--- src/sec_defs.svh ---
// constants for the sequencing engine control block
// What this block does
// [RULE1] code zero never advances the state
// [RULE2] codes 1-11 select supply, high-voltage, aux, warning inputs
// [RULE3] code 12 waits for software jump
// [RULE4] code 14 sends ping to delay-field address
// [RULE5] code 15 waits ping, replies pong
// [RULE6] jump bit forces move to next state
// [RULE7] jump bit self clears after state change
// [RULE8] single step advances one state
// [RULE9] halt blocks all state transitions except single step
// [RULE10] nonvolatile access allowed only while halted
// [RULE11] current state register reports six-bit state
// [RULE12] key 0x27 then 0x10 unlocks restart
// [RULE13] key 0x00 relocks the restart register
// [RULE14] restart write keeps the unlock condition
// [RULE15] restart while running goes to reserved state
// [RULE16] restart while halted waits for halt clear
// [RULE17] restart bit self clears once accepted
// [RULE18] polarity bit picks high or low trigger
// [RULE19] delay field gives interchip bus address
// [RULE20] reset leaves tracker locked, expecting first key
`ifndef SEC_DEFS_SVH
`define SEC_DEFS_SVH

// ----------------------------------------------------------------
// register indices, byte address is four times the index
// ----------------------------------------------------------------
`define SEC_IDX_ENGINE_CONTROL 8'h93
`define SEC_IDX_RESTART_UNLOCK_KEY 8'hDA
`define SEC_IDX_ENGINE_RESTART 8'hDB
`define SEC_IDX_CURRENT_STATE 8'hE9

// ----------------------------------------------------------------
// field positions
// ----------------------------------------------------------------
`define SEC_CTRL_HALT_BIT 0
`define SEC_CTRL_STEP_BIT 1
`define SEC_CTRL_JUMP_BIT 2
`define SEC_RESTART_BIT 0

// ----------------------------------------------------------------
// key values and reset values
// ----------------------------------------------------------------
`define SEC_KEY_FIRST 8'h27
`define SEC_KEY_SECOND 8'h10
`define SEC_KEY_LOCK 8'h00
`define SEC_RESERVED_STATE 6'h00
`define SEC_HALT_RESET 1'b0

// ----------------------------------------------------------------
// advance condition codes
// ----------------------------------------------------------------
`define SEC_COND_NEVER 4'h0
`define SEC_COND_FIRST_INPUT 4'h1
`define SEC_COND_WARNING 4'hB
`define SEC_COND_JUMP 4'hC
`define SEC_COND_RESERVED 4'hD
`define SEC_COND_SEND_PING 4'hE
`define SEC_COND_WAIT_PING 4'hF

`endif

--- src/sec_pkg.sv ---
// types shared by the sequencing engine control block
package sec_pkg;

    // ------------------------------------------------------------
    // unlock tracker states
    // ------------------------------------------------------------
    typedef enum logic [2:0] {
        SEC_LOCKED = 3'b001,
        SEC_KEY1_SEEN = 3'b010,
        SEC_UNLOCKED = 3'b100
    } sec_unlock_t;

    // ------------------------------------------------------------
    // per-state configuration of the present state
    // ------------------------------------------------------------
    typedef struct packed {
        logic [3:0] advance_condition_code;
        logic advance_input_polarity;
        logic [3:0] step_delay_code;
        logic [5:0] next_state;
    } sec_state_cfg_t;

    // ------------------------------------------------------------
    // supervised inputs, as comparator levels
    // ------------------------------------------------------------
    typedef struct packed {
        logic warning;
        logic aux_input_five;
        logic aux_input_four;
        logic aux_input_three;
        logic aux_input_two;
        logic aux_input_one;
        logic high_voltage_input;
        logic supply_input_four;
        logic supply_input_three;
        logic supply_input_two;
        logic supply_input_one;
    } sec_inputs_t;

    // ------------------------------------------------------------
    // interchip bus message toward the link logic
    // ------------------------------------------------------------
    typedef struct packed {
        logic ping;
        logic pong;
        logic [3:0] addr;
    } sec_icb_msg_t;

endpackage

--- src/sec_engine_control.sv ---
// sequencing engine control, condition selection and ahb-lite registers
//
// Local design decision: the AHB-Lite slave port.
`timescale 1ns/1ps
`default_nettype none
`include "sec_defs.svh"

module sec_engine_control (
    input wire logic hclk,
    input wire logic hresetn,
    input wire logic hsel,
    input wire logic [31:0] haddr,
    input wire logic [1:0] htrans,
    input wire logic hwrite,
    input wire logic [2:0] hsize,
    input wire logic [31:0] hwdata,
    input wire logic hready,
    output logic [31:0] hrdata,
    output logic hreadyout,
    output logic hresp,
    input wire sec_pkg::sec_state_cfg_t state_cfg,
    input wire sec_pkg::sec_inputs_t monitor_inputs,
    input wire logic icb_ping_received,
    output sec_pkg::sec_icb_msg_t icb_msg,
    output logic [5:0] current_state,
    output logic state_changed,
    output logic nv_access_allowed
);

    // ------------------------------------------------------------
    // functions
    // ------------------------------------------------------------

    // input level picked by codes 1 to 11, low for all others
    function automatic logic select_input(
        input logic [3:0] code,
        input sec_pkg::sec_inputs_t inp
    );
        logic [10:0] vec;
        logic [3:0] pos;
        vec = inp;
        pos = code - `SEC_COND_FIRST_INPUT;
        select_input = 1'b0;
        if (code >= `SEC_COND_FIRST_INPUT && code <= `SEC_COND_WARNING) begin
            select_input = vec[pos];
        end
    endfunction

    function automatic logic is_reg(
        input logic [7:0] idx,
        input logic [7:0] reg_idx
    );
        is_reg = (idx == reg_idx);
    endfunction

    // ------------------------------------------------------------
    // declarations
    // ------------------------------------------------------------
    logic dp_valid;
    logic dp_write;
    logic [7:0] dp_index;
    logic ap_take;
    logic [7:0] ap_index;
    logic wr_ctrl;
    logic wr_key;
    logic wr_restart;
    logic [7:0] wdata_byte;
    logic halt;
    logic step_req;
    logic jump_req;
    logic restart_pending;
    sec_pkg::sec_unlock_t unlock_state;
    sec_pkg::sec_unlock_t next_unlock_state;
    logic [3:0] code;
    logic level_met;
    logic ping_go;
    logic pong_go;
    logic cond_advance;
    logic advance;
    logic restart_go;
    logic state_move;
    logic [31:0] next_hrdata;

    // ------------------------------------------------------------
    // ahb-lite address and data phase
    // ------------------------------------------------------------

    // only whole-word transfers are expected; narrower ones act on the low byte
    assign ap_take = hsel && hready && htrans[1];
    assign ap_index = haddr[9:2];

    always_ff @(posedge hclk or negedge hresetn) begin
        if (!hresetn) begin
            dp_valid <= 1'b0;
        end else if (hready) begin
            dp_valid <= ap_take;
        end
    end

    always_ff @(posedge hclk or negedge hresetn) begin
        if (!hresetn) begin
            dp_write <= 1'b0;
        end else if (hready) begin
            dp_write <= hwrite;
        end
    end

    always_ff @(posedge hclk or negedge hresetn) begin
        if (!hresetn) begin
            dp_index <= 8'h00;
        end else if (hready) begin
            dp_index <= ap_index;
        end
    end

    // ------------------------------------------------------------
    // register write strobes
    // ------------------------------------------------------------

    assign wdata_byte = hwdata[7:0];
    assign wr_ctrl = dp_valid && dp_write && is_reg(dp_index, `SEC_IDX_ENGINE_CONTROL);
    assign wr_key = dp_valid && dp_write && is_reg(dp_index, `SEC_IDX_RESTART_UNLOCK_KEY);
    assign wr_restart = dp_valid && dp_write && is_reg(dp_index, `SEC_IDX_ENGINE_RESTART);

    // ------------------------------------------------------------
    // ahb-lite response
    // ------------------------------------------------------------

    // zero wait states, always OKAY
    always_ff @(posedge hclk or negedge hresetn) begin
        if (!hresetn) begin
            hreadyout <= 1'b1;
        end else begin
            hreadyout <= 1'b1;
        end
    end

    always_ff @(posedge hclk or negedge hresetn) begin
        if (!hresetn) begin
            hresp <= 1'b0;
        end else begin
            hresp <= 1'b0;
        end
    end

    // ------------------------------------------------------------
    // read data
    // ------------------------------------------------------------

    // read data is registered during the address phase so it stands
    // through the data phase; write-only and unmapped words read zero
    always_comb begin
        next_hrdata = 32'h0000_0000;
        if (is_reg(ap_index, `SEC_IDX_ENGINE_CONTROL)) begin
            next_hrdata[`SEC_CTRL_HALT_BIT] = halt;
            next_hrdata[`SEC_CTRL_STEP_BIT] = step_req;
        end else if (is_reg(ap_index, `SEC_IDX_CURRENT_STATE)) begin
            next_hrdata[5:0] = current_state; // [RULE11]
        end
    end

    always_ff @(posedge hclk or negedge hresetn) begin
        if (!hresetn) begin
            hrdata <= 32'h0000_0000;
        end else if (ap_take && !hwrite) begin
            hrdata <= next_hrdata;
        end
    end

    // ------------------------------------------------------------
    // engine control bits
    // ------------------------------------------------------------
    always_ff @(posedge hclk or negedge hresetn) begin
        if (!hresetn) begin
            halt <= `SEC_HALT_RESET;
        end else if (wr_ctrl) begin
            halt <= wdata_byte[`SEC_CTRL_HALT_BIT];
        end
    end

    // ------------------------------------------------------------
    // nonvolatile access gate
    // ------------------------------------------------------------

    // nonvolatile state memory may only be touched while halted
    always_ff @(posedge hclk or negedge hresetn) begin
        if (!hresetn) begin
            nv_access_allowed <= 1'b0;
        end else begin
            nv_access_allowed <= halt; // [RULE10]
        end
    end

    // ------------------------------------------------------------
    // step and jump requests
    // ------------------------------------------------------------

    // a new write wins over the clear of the same cycle
    always_ff @(posedge hclk or negedge hresetn) begin
        if (!hresetn) begin
            step_req <= 1'b0;
        end else if (wr_ctrl && wdata_byte[`SEC_CTRL_STEP_BIT]) begin
            step_req <= 1'b1;
        end else if (state_move) begin
            step_req <= 1'b0;
        end
    end

    always_ff @(posedge hclk or negedge hresetn) begin
        if (!hresetn) begin
            jump_req <= 1'b0;
        end else if (wr_ctrl && wdata_byte[`SEC_CTRL_JUMP_BIT]) begin
            jump_req <= 1'b1;
        end else if (state_move) begin
            jump_req <= 1'b0; // [RULE7]
        end
    end

    // ------------------------------------------------------------
    // restart unlock tracker
    // ------------------------------------------------------------

    // only writes to the key register count; other registers in between
    // do not break the pair
    always_comb begin
        next_unlock_state = unlock_state;
        if (wr_key) begin
            unique case (unlock_state)
                sec_pkg::SEC_LOCKED: begin
                    if (wdata_byte == `SEC_KEY_FIRST) begin
                        next_unlock_state = sec_pkg::SEC_KEY1_SEEN;
                    end
                end
                sec_pkg::SEC_KEY1_SEEN: begin
                    if (wdata_byte == `SEC_KEY_SECOND) begin
                        next_unlock_state = sec_pkg::SEC_UNLOCKED; // [RULE12]
                    end else if (wdata_byte == `SEC_KEY_FIRST) begin
                        next_unlock_state = sec_pkg::SEC_KEY1_SEEN;
                    end else begin
                        next_unlock_state = sec_pkg::SEC_LOCKED;
                    end
                end
                sec_pkg::SEC_UNLOCKED: begin
                    if (wdata_byte == `SEC_KEY_LOCK) begin
                        next_unlock_state = sec_pkg::SEC_LOCKED; // [RULE13]
                    end
                end
                default: begin
                    next_unlock_state = sec_pkg::SEC_LOCKED;
                end
            endcase
        end
    end

    // restart writes never touch the tracker
    always_ff @(posedge hclk or negedge hresetn) begin
        if (!hresetn) begin
            unlock_state <= sec_pkg::SEC_LOCKED; // [RULE20]
        end else begin
            unlock_state <= next_unlock_state; // [RULE14]
        end
    end

    // ------------------------------------------------------------
    // restart request
    // ------------------------------------------------------------
    assign restart_go = restart_pending && !halt; // [RULE15] [RULE16]

    always_ff @(posedge hclk or negedge hresetn) begin
        if (!hresetn) begin
            restart_pending <= 1'b0;
        end else if (wr_restart && wdata_byte[`SEC_RESTART_BIT]
                     && unlock_state == sec_pkg::SEC_UNLOCKED) begin
            restart_pending <= 1'b1;
        end else if (restart_go) begin
            restart_pending <= 1'b0; // [RULE17]
        end
    end

    // ------------------------------------------------------------
    // advance condition
    // ------------------------------------------------------------
    assign code = state_cfg.advance_condition_code;

    // ------------------------------------------------------------
    // input selection
    // ------------------------------------------------------------

    // level inputs trigger on the level named by the polarity bit
    assign level_met = (select_input(code, monitor_inputs)
                        == state_cfg.advance_input_polarity); // [RULE2] [RULE18]

    assign ping_go = (code == `SEC_COND_SEND_PING); // [RULE4]
    assign pong_go = (code == `SEC_COND_WAIT_PING) && icb_ping_received; // [RULE5]

    always_comb begin
        cond_advance = 1'b0;
        unique case (code)
            `SEC_COND_NEVER: begin
                cond_advance = 1'b0; // [RULE1]
            end
            `SEC_COND_JUMP: begin
                cond_advance = 1'b0; // [RULE3]
            end
            `SEC_COND_RESERVED: begin
                cond_advance = 1'b0;
            end
            `SEC_COND_SEND_PING: begin
                cond_advance = 1'b1;
            end
            `SEC_COND_WAIT_PING: begin
                cond_advance = icb_ping_received;
            end
            default: begin
                cond_advance = level_met;
            end
        endcase
    end

    // ------------------------------------------------------------
    // advance decision
    // ------------------------------------------------------------

    // a step request moves even while halted, which is what makes
    // halt plus step usable for walking through a sequence
    assign advance = step_req // [RULE8]
                     || (!halt && (jump_req || cond_advance)); // [RULE6] [RULE9]
    assign state_move = restart_go || advance;

    // ------------------------------------------------------------
    // state register
    // ------------------------------------------------------------
    always_ff @(posedge hclk or negedge hresetn) begin
        if (!hresetn) begin
            current_state <= `SEC_RESERVED_STATE;
        end else if (restart_go) begin
            current_state <= `SEC_RESERVED_STATE;
        end else if (advance) begin
            current_state <= state_cfg.next_state;
        end
    end

    // ------------------------------------------------------------
    // state change pulse
    // ------------------------------------------------------------

    always_ff @(posedge hclk or negedge hresetn) begin
        if (!hresetn) begin
            state_changed <= 1'b0;
        end else begin
            state_changed <= state_move;
        end
    end

    // ------------------------------------------------------------
    // interchip bus messages
    // ------------------------------------------------------------

    // messages only go out when the state really advances on its own
    // condition, so a halted engine stays silent on the link
    always_ff @(posedge hclk or negedge hresetn) begin
        if (!hresetn) begin
            icb_msg <= '0;
        end else begin
            icb_msg.ping <= ping_go && !halt && !restart_go;
            icb_msg.pong <= pong_go && !halt && !restart_go;
            icb_msg.addr <= state_cfg.step_delay_code; // [RULE19]
        end
    end

endmodule // sec_engine_control
`default_nettype wire

--- config.mk ---
export PLATFORM = sky130hd
export DESIGN_NAME = sec_engine_control
export DESIGN_NICKNAME = d
export VERILOG_FILES = /design/src/sec_pkg.sv /design/src/sec_engine_control.sv
export VERILOG_INCLUDE_DIRS = /design/src
export SDC_FILE = /design/constraint.sdc
export NUM_CORES = 1
export LEC_CHECK = 0
export BUFFER_PORTS_ARGS = -buffer_cell sky130_fd_sc_hd__buf_4
export CAP_MARGIN = 10
export CORE_ASPECT_RATIO = 0.7
export CORE_UTILIZATION = 44
export DETAILED_ROUTE_END_ITERATION = 6
export GPL_TIMING_DRIVEN = 1
export PLACE_DENSITY = 0.85
export SLEW_MARGIN = 10
export SYNTH_ARGS = -nofsm -noshare
export SYNTH_HDL_FRONTEND = slang
export SYNTH_SLANG_ARGS = --single-unit
--- constraint.sdc ---
create_clock -name hclk -period 3.05 [get_ports hclk]
set_clock_uncertainty 0.05 [all_clocks]
set_input_delay 0.61 -clock hclk [delete_from_list [all_inputs] [get_ports hclk]]
set_output_delay 0.61 -clock hclk [all_outputs]
set_load 0.01 [all_outputs]
======== After elaboration in Yosys (flattened, before gate mapping) ========
Cells that the tools add are included.
word-level totals
  flip-flop bits (word level) ............. 37
  output and inout bits ................... 48
cells by class
  eq/ne operators ......................... 17
  reductions and logical operators ........ 33
  magnitude comparators ................... 3
  multiplexer cells ....................... 19
  add/sub/neg operators ................... 1
operators by type and width
  kind                                                         number
  equality test 8 bit (second input constant)                  5
  logical AND 1 bit                                            19
  2-to-1 mux 6 bit                                             3
  equality test 4 bit (second input constant)                  4
  2-to-1 mux 3 bit                                             3
  case mux 3 bit (3 select lines)                              1
  equality test 8 x 5 -> 1 bit (second input constant)         1
  equality test 8 x 6 -> 1 bit (second input constant)         1
  logical NOT 8 bit                                            1
  nonzero test 2 bit                                           4
  2-to-1 mux 1 bit                                             7
  less-than comparator 4 x 5 -> 1 bit (second input constant)  1
  binary-select mux 1 bit (select 4 bit)                       1
  >= comparator 4 x 1 -> 1 bit (second input constant)         1
  <= comparator 4 bit (second input constant)                  1
  logical NOT 4 bit                                            1
  2-to-1 mux 2 bit                                             2
  2-to-1 mux 4 bit                                             1
  != test 2 bit (second input constant)                        2
  subtractor 4 x 1 -> 4 bit (second input constant)            1
  equality test 3 x 1 -> 1 bit (second input constant)         1
  equality test 3 x 2 -> 1 bit (second input constant)         1
  equality test 3 bit (second input constant)                  1
  logical NOT 1 bit                                            3
  5 further kinds                                              7

======== Longest topological paths before layout ========
  word-level depth ........................ 12
  depth in mapped cells ................... 9
  mapped depth without buffers ............ 8

======== Worst setup path after synthesis ========
No wires, ideal clock.
  path type ............................... input-to-reg
  from .................................... in state_cfg[11] (netlist bit)
  to ...................................... reg current_state[0]
  data required time ...................... 2.921 ns
  stages on the path ...................... 8
  slack ................................... 0.470 ns
  arrival time ............................ 2.451 ns
  cells stage by stage .................... inv_1 > ha_1 > mux2_2 > a221oi_1 > o22ai_1 > nand4b_1 > nor4b_4 > mux2i_1
on the way
  word-level cells in the longest chain between the ends .. 10
  elaborated cells between the ends (all ways) .. 19
  those cells by class .................... add/sub (1); order compare (2); eq/ne (5); mux (4); reduce/logical (7)
ends and longest elaborated chain
  what                                    RTL line                   source
  start: declaration                      sec_engine_control.sv:21   input wire sec_pkg::sec_state_cfg_t state_cfg,
  subtractor 4 x 1 -> 4 bit (no line)     -
  binary-select mux 1 bit (select 4 bit)  sec_engine_control.sv:45   select_input = vec[pos];
  2-to-1 mux 1 bit (not written as such)  sec_engine_control.sv:45
  2-to-1 mux 1 bit                        sec_engine_control.sv:44   if (code >= `SEC_COND_FIRST_INPUT && code <= `SEC_COND_WARNING) begin
  equality test 1 bit                     sec_engine_control.sv:291  == state_cfg.advance_input_polarity);
  case mux 1 bit (3 select lines) *       sec_engine_control.sv:298  unique case (code)
  logical OR 1 bit *                      sec_engine_control.sv:327  || (!halt && (jump_req || cond_advance));
  logical AND 1 bit *                     sec_engine_control.sv:327
  logical OR 1 bit *                      sec_engine_control.sv:327
  nonzero test 2 bit (no line) *          -
  end signal: assignment                  sec_engine_control.sv:335  current_state <= `SEC_RESERVED_STATE;
  end signal: assignment                  sec_engine_control.sv:337  current_state <= `SEC_RESERVED_STATE;
  end signal: assignment                  sec_engine_control.sv:339  current_state <= state_cfg.next_state;
  end: declaration                        sec_engine_control.sv:25   output logic [5:0] current_state,
Every way passes the cells marked *; elsewhere a longest branch is shown, timed or not. The select of a mux whose other input is x is not followed.
A chain may end at the register's enable or synchronous reset.

======== Worst setup path in the final report ========
  from .................................... in state_cfg[11] (netlist bit)
  to ...................................... reg current_state[5]
The elaborated chain is that of the path after synthesis.

==> impl_metrics.json <==
{
  "cts_resized": 0,
  "ys_warn_count": 0,
  "cts_tree": "yes",
  "synth.top_cell.area_share_pct": 42.43,
  "cts_sinks": 37,
  "start_util_pct": 47.40,
  "antenna_cells": 0,
  "cp_max_fo": 8,
  "rsz0062_at_grt": "no",
  "synthTopCellsByArea": "dfrtp_1, buf_4, nand2_1, mux2_2, mux2i_1",
  "placedCellCount": 327,
  "dp_hpwl_um": 3492,
  "max_slew_margin_pct": 55.58,
  "synth_edf_count": 0,
  "cp_num_buf_inv": 3,
  "critPathKind": "primary input to register",
  "arrival_ns": 2.79,
  "first_iter_violations": 110,
  "vias": 1684,
  "setup_tns_ns": 0,
  "drc": 0,
  "ctsHtreeMaxLevel": 2,
  "gp_congestion": 0.7502,
  "fin_cells": 334,
  "wl_per_cell_um": 13.32,
  "finalSetupViolations": 0,
  "ys_seq_area_share_pct": 43.67,
  "multi_input_area_um2": 1027,
  "cts_setup_buffers": 0,
  "syn_inst": 212,
  "clk_pin_slew_ns": 0.07,
  "viasPerCell": 5.042,
  "critPathMaxStageDelay_ns": 0.37,
  "portBuffers": 68,
  "fill_cells": 405,
  "hold_slack_ns": 0.2334,
  "cpMostUsedCell": "buf_4",
  "synth-seq-cells": 37,
  "num-nets-final": 385,
  "final_common_cell": "buf_4",
  "area_growth_pct": 25.16,
  "first_global_vias": 1538,
  "final_max_slew_viol_count": 0,
  "finalPower_w": 0.001162,
  "firstDrtPassIters": 4,
  "rows": 20,
  "crit_family": "multiplexers",
  "worstSetupStartpointType": "primary input",
  "grt_pass1_wl_um": 7431,
  "cap_viol_max_count": 0,
  "ant_nets": 0,
  "die_h_um": 60.12,
  "design.core.area_um2": 4479,
  "drive_gt1_share_pct": 33.69,
  "grt_max_degree": 38,
  "rr_worst_depth": 4,
  "pin_count": 149,
  "status": "finished clean",
  "async_flop_share_pct": 100.0,
  "power.density_nw_per_um2": 437.2,
  "final_core_util_pct": 59.33,
  "seq_area_um2": 927.1,
  "clk_latency_ns": 0.28,
  "root_buffer": "clkbuf_8",
  "dieArea_um2": 5112,
  "hp-class": "primary input to async pin",
  "wirelength_um": 4449,
  "peakVddDrop_v": 0.0002492,
  "period_minus_slack_ns": 2.635,
  "die_x_um": 85.03,
  "netlist_area_um2": 2123,
  "synth_cell_types": 45,
  "crit_chain": "buf_4 -> inv_1 -> ha_1 -> mux2_2 -> a221oi_1 -> o22ai_1 -> nand4b_1 -> nor4b_4 -> buf_4 -> mux2i_1",
  "grt_usage_pct": 18.92,
  "final_cell_mix": "buf_4, dfrtp_1, nand2_1",
  "cp_num_cells": 10,
  "synth_top_area_cell": "dfrtp_1",
  "antenna_found_initial": 0,
  "fmax_mhz": 379.4,
  "required_ns": 3.20,
  "finalCritPeriodShare_pct": 86.41,
  "cts_buffers": 5,
  "ys_dominant_reg_cell": "dfrtp_1",
  "worstSetupEndpointType": "register",
  "synth.avg_cell_area_um2": 10.02,
  "hold_viol_final": 0,
  "cp_slowest_cell": "ha_1",
  "tightestPinTransition_ns": 0.6612,
  "leakage_nw": 1.317,
  "cts_hold_buf": 0,
  "clock_path_buffers": 2,
  "grt-ovfl-total": 0
}
==> through the flow <==
| step | setup slack (ns) | cell area, um2 |
|---|---|---|
| after floorplan | 0.4696 | 2221 |
| after global placement | 0.2068 | 2571 |
| after detailed placement | 0.1243 | 2571 |
| after CTS | 0.4302 | 2658 |
| after global routing | 0.2090 | 2658 |
| final | 0.4146 | 2658 |
==> cells by family (layout without fill, tap and decap cells) <==
logic type | after synthesis | in the layout | synth area share (%)
simple gates | 76 | 76 | 19.86
compound gates | 28 | 28 | 8.780
fa+ha+maj | 5 | 5 | 2.946
xor+xnor | 1 | 1 | 0.4126
flops | 37 | 37 | 43.67
mux | 20 | 20 | 11.43
other cells | 2 | 28 | 0.3537
buf+inv | 43 | 84 | 12.55
==> per-layer routing <==
| metal | up-vias | global-route usage [%] | part of all wire (%) |
|---|---|---|---|
| met5 | - | 0 | 0 |
| met4 | 0 | 6.538 | 1.4 |
| met3 | 9 | 4.144 | 5.0 |
| met2 | 64 | 29.15 | 46 |
| met1 | 785 | 26.62 | 47 |
| li1 | 826 | - | - |
==> path summary, 6_finish.rpt <==
kind | startpoint | endpoint | slack (ns)
worst max-delay path | state_cfg[11] | current_state[5] | 0.41
min in group hclk | state_cfg[8] | icb_msg[2] | 0.38
max in group asynchronous | hresetn | unlock_state[0] | 2.37
worst min register to register | hrdata[1] | hrdata[1] | 0.45
worst max register to register | dp_index[2] | unlock_state[0] | 1.02
worst min-delay path | hresetn | dp_write | 0.23
==> synthesized netlist by cell type (4+ instances only) <==
library cell / instances
o21ai_0: 9
nor2_1: 6
nand4b_1: 4
nor3_1: 5
buf_4: 28
inv_1: 8
dfrtp_1: 36
nor4_1: 5
clkbuf_1: 7
nand2_1: 34
mux2i_1: 7
ha_1: 5
mux2_2: 11
==> final cells by class <==
type                    count  area share [%]
clock buffers               7           3.249
inverters                   8           1.130
multi-input cells         158           38.65
flip-flops and latches     37           34.89
well taps                  55           2.589
repair buffers             69           19.49
==> registers in the layout, indices dropped and copies added, names as in the netlist, 3 cells and up <==
| register | count |
|---|---|
| current_state | 6 |
| dp_index | 8 |
| unlock_state | 3 |
| icb_msg | 6 |
| hrdata | 6 |
==> power by group <==
group | leakage, nW | internal (W) | total (W) | switching (W)
Clock | 0.0443 | 0.000179 | 0.000335 | 0.000156
Combinational | 0.809 | 0.000135 | 0.000256 | 0.000121
Sequential | 0.464 | 0.000537 | 0.000571 | 0.0000340
Power figures use the tool's default switching activity.
